<file path="config.mk">
export PLATFORM = sky130hd
export DESIGN_NAME = lsc_regs
export DESIGN_NICKNAME = d
export VERILOG_FILES = /design/src/hdl/lsc_pkg.sv /design/src/hdl/lsc_sink_reg.sv /design/src/hdl/lsc_regs.sv
export VERILOG_INCLUDE_DIRS = /design/src /design/src/hdl
export SDC_FILE = /design/constraint.sdc
export NUM_CORES = 1
export LEC_CHECK = 0
export ABC_CLOCK_PERIOD_IN_PS = 6400
export BUFFER_PORTS_ARGS = -buffer_cell sky130_fd_sc_hd__buf_2
export CAP_MARGIN = 25
export CORE_UTILIZATION = 33
export CTS_BUF_LIST = sky130_fd_sc_hd__clkbuf_8 sky130_fd_sc_hd__clkbuf_16
export DETAILED_ROUTE_END_ITERATION = 6
export GPL_ROUTABILITY_DRIVEN = 0
export SETUP_SLACK_MARGIN = 0.15
export SYNTH_ARGS = -nofsm -noshare
export SYNTH_HDL_FRONTEND = slang
export SYNTH_SLANG_ARGS = --single-unit
</file>
<file path="constraint.sdc">
create_clock -name i_clk_sys -period 6.4 [get_ports i_clk_sys]
set_clock_uncertainty 0.05 [all_clocks]
set_input_delay 1.28 -clock i_clk_sys [delete_from_list [all_inputs] [get_ports i_clk_sys]]
set_output_delay 1.28 -clock i_clk_sys [all_outputs]
set_load 0.05 [all_outputs]
</file>
<file path="src/hdl/lsc_cfg.svh">
`ifndef LSC_CFG_SVH
`define LSC_CFG_SVH

// Register offsets on the serial register port.
`define LSC_OFS_CH3       8'h25
`define LSC_OFS_CH4       8'h26
`define LSC_OFS_CH5       8'h27
`define LSC_OFS_CH6       8'h28
`define LSC_OFS_CH7       8'h29
`define LSC_OFS_CH8       8'h2a
`define LSC_OFS_OPT       8'h2f

// Reset values.
`define LSC_RST_SINK      8'haf
`define LSC_RST_OPT       8'h40

// Option register field positions.
`define LSC_BIT_AUTOINC   6
`define LSC_BIT_PSAVE     5
`define LSC_BIT_GAIN_HI   4
`define LSC_BIT_GAIN_LO   3
`define LSC_BIT_UNITY     2
`define LSC_BIT_INTCLK    0
`define LSC_OPT_WMASK     8'h7d

// Sink current step in microamps per code.
`define LSC_STEP_UA       100

`endif

</file>
<file path="src/hdl/lsc_pkg.sv">
package lsc_pkg;

  typedef enum logic [1:0] {
    LSC_PUMP_OFF  = 2'b00,
    LSC_PUMP_X1   = 2'b01,
    LSC_PUMP_X1P5 = 2'b10,
    LSC_PUMP_AUTO = 2'b11
  } lsc_pump_type;

  // Register port request, one access per cycle.
  typedef struct packed {
    logic       wr;
    logic       rd;
    logic [7:0] addr;
    logic [7:0] wdata;
  } lsc_req_type;

  // Decoded option register contents.
  typedef struct packed {
    logic         auto_incr;
    logic         power_save;
    lsc_pump_type pump_gain_sel;
    logic         pump_unity_on_sleep;
    logic         int_clk_sel;
  } lsc_opt_type;

endpackage

</file>
<file path="src/hdl/lsc_sink_reg.sv">
`timescale 1ns/1ps
`include "lsc_cfg.svh"

// One channel sink level register with its own current figure.
module lsc_sink_reg #(
  parameter int unsigned STEP_UA = `LSC_STEP_UA
) (
  input  wire logic        i_clk_sys,
  input  wire logic        i_arst_n,
  input  wire logic        i_we,
  input  wire logic [7:0]  i_wdata,
  output logic      [7:0]  o_code,
  output logic      [15:0] o_sink_ua
);
  import lsc_pkg::*;

  logic [7:0]  code_q;
  logic [7:0]  code_d;
  logic [15:0] ua_q;
  logic [15:0] ua_d;

  // The current figure is registered beside the code so that it leaves
  // on a flip-flop, at the cost of sixteen more flops per channel.
  always_comb begin
    code_d = code_q;
    if (i_we) begin
      code_d = i_wdata;
    end
    // Linear map, 00h gives zero and FFh gives the top current.
    ua_d = 16'(code_d * STEP_UA);
  end

  always_ff @(posedge i_clk_sys or negedge i_arst_n) begin
    if (!i_arst_n) begin
      code_q <= `LSC_RST_SINK;
      ua_q   <= 16'(`LSC_RST_SINK * STEP_UA);
    end else begin
      code_q <= code_d;
      ua_q   <= ua_d;
    end
  end

  assign o_code    = code_q;
  assign o_sink_ua = ua_q;
endmodule // lsc_sink_reg

</file>
<file path="src/hdl/lsc_regs.sv">
`timescale 1ns/1ps
`include "lsc_cfg.svh"

module lsc_regs #(
  parameter int unsigned NUM_CH  = 6,
  parameter int unsigned STEP_UA = `LSC_STEP_UA
) (
  input  wire logic                 i_clk_sys,
  input  wire logic                 i_arst_n,
  input  wire lsc_pkg::lsc_req_type i_req,
  input  wire logic                 i_sleep_entry,
  output logic      [7:0]           o_rdata,
  output logic                      o_rvalid,
  output logic      [7:0]           o_next_addr,
  output logic      [NUM_CH*8-1:0]  o_sink_code,
  output logic      [NUM_CH*16-1:0] o_sink_ua,
  output lsc_pkg::lsc_opt_type      o_opt,
  output lsc_pkg::lsc_pump_type     o_pump_mode,
  output logic                      o_pump_pulldown,
  output logic                      o_int_osc_en
);
  import lsc_pkg::*;

  // ****************************************************************
  // Address decode
  // ****************************************************************

  // Channel 3 sits just below channel 4 so the six form one run.
  // The run is clipped to NUM_CH, so a narrower build never indexes
  // past its last channel register.
  function automatic logic is_sink(input logic [7:0] a);
    logic [7:0] d;
    d = a - `LSC_OFS_CH3;
    return (a >= `LSC_OFS_CH3) && (a <= `LSC_OFS_CH8) &&
           (32'(d) < NUM_CH);
  endfunction

  // Option register write, shared by the store and the pump latch.
  function automatic logic is_opt_wr(input lsc_req_type r);
    return r.wr && (r.addr == `LSC_OFS_OPT);
  endfunction

  // Pump gain field of an option byte.
  function automatic lsc_pump_type gain_of(input logic [7:0] v);
    return lsc_pump_type'(v[`LSC_BIT_GAIN_HI:`LSC_BIT_GAIN_LO]);
  endfunction

  function automatic logic [2:0] sink_idx(input logic [7:0] a);
    logic [7:0] d;
    d = a - `LSC_OFS_CH3;
    return d[2:0];
  endfunction

  logic [NUM_CH-1:0] sink_we;
  logic [7:0]        codes [NUM_CH];

  // Writes outside the mapped run fall through and change nothing.
  always_comb begin
    sink_we = '0;
    if (i_req.wr && is_sink(i_req.addr)) begin
      sink_we[sink_idx(i_req.addr)] = 1'b1;
    end
  end

  // ****************************************************************
  // Channel sink level registers
  // ****************************************************************

  // Each channel is its own instance, so a write strobe can reach only
  // the one register that its address decodes to.
  for (genvar g = 0; g < NUM_CH; g++) begin : g_ch
    lsc_sink_reg #(
      .STEP_UA (STEP_UA)
    ) u_sink (
      .i_clk_sys (i_clk_sys),
      .i_arst_n  (i_arst_n),
      .i_we      (sink_we[g]),
      .i_wdata   (i_req.wdata),
      .o_code    (codes[g]),
      .o_sink_ua (o_sink_ua[g*16 +: 16])
    );
    assign o_sink_code[g*8 +: 8] = codes[g];
  end

  // ****************************************************************
  // Option register
  // ****************************************************************

  // Bits 7 and 1 are masked on the way in rather than on read, which
  // keeps the stored byte and the read-back always equal.
  logic [7:0] opt_q;
  logic [7:0] opt_d;

  always_comb begin
    opt_d = opt_q;
    if (is_opt_wr(i_req)) begin
      // Reserved bits are not stored, so they always read zero.
      opt_d = i_req.wdata & `LSC_OPT_WMASK;
    end
  end

  always_ff @(posedge i_clk_sys or negedge i_arst_n) begin
    if (!i_arst_n) begin
      opt_q <= `LSC_RST_OPT;
    end else begin
      opt_q <= opt_d;
    end
  end

  assign o_opt.auto_incr           = opt_q[`LSC_BIT_AUTOINC];
  assign o_opt.power_save          = opt_q[`LSC_BIT_PSAVE];
  assign o_opt.pump_gain_sel       = gain_of(opt_q);
  assign o_opt.pump_unity_on_sleep = opt_q[`LSC_BIT_UNITY];
  // Clock select is static; the host only moves it with chip enable low.
  assign o_opt.int_clk_sel         = opt_q[`LSC_BIT_INTCLK];

  // The oscillator enable follows the select bit directly; moving the
  // source while the chip runs is left to the host.
  assign o_int_osc_en = opt_q[`LSC_BIT_INTCLK];

  // ****************************************************************
  // Charge pump mode
  // ****************************************************************

  // Once forced to 1x the pump stays there until software rewrites
  // the option register, so a sleep entry cannot be silently undone.
  // The effective mode is registered from the next values, so it moves
  // on the same edge as the option register and never glitches at the
  // analog pump controls.
  logic         force_x1_q;
  logic         force_x1_d;
  lsc_pump_type pump_mode_q;
  lsc_pump_type pump_mode_d;
  logic         pulldown_q;
  logic         pulldown_d;

  always_comb begin
    force_x1_d = force_x1_q;
    if (is_opt_wr(i_req)) begin
      force_x1_d = 1'b0;
    end
    // A sleep entry in the same cycle as an option write still forces if the unity bit held before the write is set.
    if (i_sleep_entry && opt_q[`LSC_BIT_UNITY]) begin
      force_x1_d = 1'b1;
    end
    pump_mode_d = gain_of(opt_d);
    if (force_x1_d) begin
      pump_mode_d = LSC_PUMP_X1;
    end
    pulldown_d = (pump_mode_d == LSC_PUMP_OFF);
  end

  always_ff @(posedge i_clk_sys or negedge i_arst_n) begin
    if (!i_arst_n) begin
      force_x1_q  <= 1'b0;
      pump_mode_q <= LSC_PUMP_OFF;
      pulldown_q  <= 1'b1;
    end else begin
      force_x1_q  <= force_x1_d;
      pump_mode_q <= pump_mode_d;
      pulldown_q  <= pulldown_d;
    end
  end

  assign o_pump_mode     = pump_mode_q;
  assign o_pump_pulldown = pulldown_q;

  // ****************************************************************
  // Read data and address advance
  // ****************************************************************

  logic [7:0] rdata_q;
  logic [7:0] rdata_d;
  logic       rvalid_q;
  logic       rvalid_d;
  logic [7:0] naddr_q;
  logic [7:0] naddr_d;

  // A read of a register written in the same cycle returns the old
  // value; the host sees the new one on its next access.
  // Read valid is a one-cycle pulse, while the data stands until the
  // next read.
  always_comb begin
    rdata_d  = rdata_q;
    rvalid_d = i_req.rd;
    naddr_d  = naddr_q;
    if (i_req.rd) begin
      rdata_d = 8'h00;
      if (is_sink(i_req.addr)) begin
        rdata_d = codes[sink_idx(i_req.addr)];
      end else if (i_req.addr == `LSC_OFS_OPT) begin
        rdata_d = opt_q;
      end
    end
    if (i_req.rd || i_req.wr) begin
      // With auto-increment off the serial pointer stays put.
      naddr_d = opt_q[`LSC_BIT_AUTOINC] ? i_req.addr + 8'h01
                                        : i_req.addr;
    end
  end

  always_ff @(posedge i_clk_sys or negedge i_arst_n) begin
    if (!i_arst_n) begin
      rdata_q  <= 8'h00;
      rvalid_q <= 1'b0;
      naddr_q  <= 8'h00;
    end else begin
      rdata_q  <= rdata_d;
      rvalid_q <= rvalid_d;
      naddr_q  <= naddr_d;
    end
  end

  assign o_rdata     = rdata_q;
  assign o_rvalid    = rvalid_q;
  assign o_next_addr = naddr_q;
endmodule // lsc_regs

</file>
==> reports/metrics.csv <==
stage,metric,value,unit
floorplanning,dieArea,0.0291,mm2
power_and_ir_drop,switching_share,0.320,
final_layout,design_area,0.0111,mm2
power_and_ir_drop,clockPowerShare,0.418,
power_and_ir_drop,peakVddDrop,0.172,mV
logic_synthesis,synth_enable_flop_cells,0,
final_layout,final_cell_mix,"172 x ha_1, 172 x buf_2, 79 x dfrtp_1",
placement,dpl.hpwl,18600,um
sta,worst_pin_slew,815,ps
grt,first_global_vias,6491,
floorplanning,rows,61,
logic_synthesis,synthSimpleGateAreaFrac,0.0673,
sta,timing_hold_violations_final,0,
outcome,status,"complete, no violations",
logic_synthesis,synthCells,791,
logic_synthesis,seq_area_frac_synth,0.368,
logic_synthesis,synth.distinct_cells,51,
sta,slew_headroom,0.457,
route,wl_per_cell,17.7,um
clock_network,postCtsSetupRepairBufs,0,
min_path,hold_class,reg2reg,
clock_network,cts_buffers,17,
final_layout,post-route-util,0.398,
clock_network,post_cts_resize_count,0,
route,drc,0,
grt,antenna_found_initial,0,
critical_path,worstSetupStartpointType,primary input,
grt,grt_pass1_wl,36600,um
critical_path,path_max_fanout,10,
route,avgViaCountPerCell,4.80,
logic_synthesis,async_flop_share,1.00,
critical_path,path_cells,buf_2 -> inv_2 -> ha_1 -> xor2_1 -> nand2_1 -> or4_1 -> mux2_2 -> ha_1 -> ha_1 -> inv_1 -> fa_1 -> inv_1 -> ha_1 -> and3_1 -> a2111oi_0 -> buf_4 -> o21bai_1 -> a21oi_1 -> xnor2_1,
final_layout,area_growth,18.3,%
logic_synthesis,synth-xor-area-share,0.0579,
placement,dpl_cell_area,0.0105,mm2
grt,overflow,0,
critical_path,timing.critical_path.buf_inv,5,
critical_path,crit_arrival,6050,ps
power_and_ir_drop,p_leak,6.44,nW
sta,setup_violations,0,
power_and_ir_drop,combPwrFrac,0.199,
critical_path,worstSetupPathType,in2reg,
clock_network,postCtsHoldBufs,0,
critical_path,critPathTopFamily,adder cells,
critical_path,critPathRequiredTime,6710,ps
route,dr.pass1.iters,4,
sta,slew_viol_final,0,
grt,grt_start_max_net_pins,87,
critical_path,end_kind,flip-flop,
final_layout,layout-drive-gt1-share,0.354,
clock_network,htree_levels,4,
floorplanning,io_pins,192,
logic_synthesis,yosysWarnings,0,
placement,io_buffer_count,173,
floorplanning,start_util,0.337,
logic_synthesis,ys_ff_latch,135,
sta,finalCritPeriodShare,0.898,
logic_synthesis,syn_area,0.00938,mm2
floorplanning,die_y,171,um
critical_path,cp_slowest_cell,or4_1,
logic_synthesis,synthMuxAreaShare,0.114,
clock_network,cts-root-buf,clkbuf_16,
sta,whs,466,ps
logic_synthesis,synth_top_family_by_area,adder cells,
clock_network,cts_sinks,135,
clock_network,path_clk_slew,60,ps
sta,fin_setup_tns,0,ps
power_and_ir_drop,p_seq_frac,0.383,
clock_network,clk_latency,420,ps
power_and_ir_drop,switching_power,793,uW
clock_network,cts.path.max_buffers,2,
route,drt-initial-drc-count,332,
route,ant_nets,0,
sta,period_minus_slack,5740,ps
power_and_ir_drop,power.total,2.48,mW
power_and_ir_drop,powerDensity,223,mW/mm2
floorplanning,core-area,0.0279,mm2
logic_synthesis,synth-adder-area-share,0.268,
final_layout,antenna-diode-count,0,
sta,rsz0062_at_grt,no,
logic_synthesis,avgSynthCellArea,11.9,um2
flow_run,cap_violations,0,
final_layout,nNetsFinal,1163,
route,wirelength,23800,um
floorplanning,die_w,171,um
logic_synthesis,synthFlopType,dfrtp_1,
critical_path,critPathMostFrequentCell,ha_1,
power_and_ir_drop,p_int,1.68,mW
grt,grtUsageTotal,0.170,
route,num_vias,6443,
clock_network,cts_tree,built,
critical_path,critPathMaxStageDelay,680,ps
sta,clock.fmax,0.174,GHz
logic_synthesis,synth-compound-area-share,0.0663,
worst paths after layout:
check / start / end / slack [ps] / cells past startpoint
setup / recovery: i_req[8] / g_ch[1].u_sink.o_sink_ua[14] / 660 / 19
hold / removal: o_rdata[1] / o_rdata[1] / 470 / 1
setup reg to reg: g_ch[1].u_sink.o_code[4] / g_ch[1].u_sink.o_sink_ua[14] / 2850 / 13
hold reg to reg: o_rdata[1] / o_rdata[1] / 470 / 1
max in group asynchronous: i_arst_n / g_ch[2].u_sink.o_code[6] / 4280 / 2
min in group asynchronous: i_arst_n / g_ch[0].u_sink.o_sink_ua[9] / 860 / 1
Yosys cell counts (10+ instances only):
| cell | count | area (um2) |
|---|---|---|
| mux2i_1 | 37 | 370 |
| inv_1 | 38 | 143 |
| xnor2_1 | 44 | 385 |
| nor2_1 | 35 | 131 |
| fa_1 | 18 | 360 |
| and3_1 | 12 | 75.1 |
| o21ai_0 | 10 | 50.1 |
| dfstp_2 | 56 | 1470 |
| ha_1 | 172 | 2150 |
| buf_4 | 40 | 300 |
| nand3_1 | 16 | 80.1 |
| mux2_2 | 50 | 563 |
| nand2_1 | 23 | 86.3 |
| a21oi_1 | 24 | 120 |
| dfrtp_1 | 79 | 1980 |
| xor2_1 | 18 | 158 |
power by group through the flow:
stage	Combinational, mW	Clock (mW)	Sequential (mW)
2_1_floorplan	0.208	0	1.13
3_3_place_gp	0.494	0	0.962
3_5_place_dp	0.496	0	0.962
4_1_cts	0.498	1.06	0.950
5_1_grt	0.533	1.09	0.954
6_report	0.492	1.04	0.948
layout make-up:
class | instances | area, um2
Tap cell | 378 | 473
Multi-Input combinational cell | 573 | 5450
Fill cell | 2720 | 16800
Clock inverter | 12 | 151
Clock buffer | 20 | 467
Sequential cell | 135 | 3450
Inverter | 41 | 154
Timing Repair Buffer | 184 | 955
worst reg2reg max path: stages, from the launching register on:
cell	delay [ps]
dfrtp_1	440
mux2_2	330
ha_1	310
ha_1	280
inv_1	50
fa_1	510
inv_1	50
ha_1	350
and3_1	170
a2111oi_0	390
buf_4	190
o21bai_1	60
a21oi_1	170
xnor2_1	130
flip-flops by register name, indices dropped and copies added, names as in the netlist:
register and flops:
o_rvalid 1, g_ch.u_sink.o_sink_ua 60, o_next_addr 8, opt_q 6, force_x1_q 1, o_rdata 8, g_ch.u_sink.o_code 48, o_pump_pulldown 1
o_pump_mode 2
cells by family after synthesis:
group,count (synthesis)
xor+xnor,62
flops,135
buf+inv,100
compound gates,85
mux,95
other cells,1
simple gates,123
fa+ha+maj,190
through the flow:
step / worst slack [ps] / std cells
floorplan: 453 / 808
global placement: 318 / 1311
detailed placement: 249 / 1311
CTS: 689 / 1343
global route: 379 / 1343
finish: 656 / 1343
routing by layer:
metal,vias to the layer above,GRT usage,wire [um]
met5,-,0,0
met3,36,0.0467,1520
li1,3096,-,-
met1,3147,0.222,10800
met2,164,0.264,10700
met4,0,0.0725,736
(Power assumes the default switching activity.)
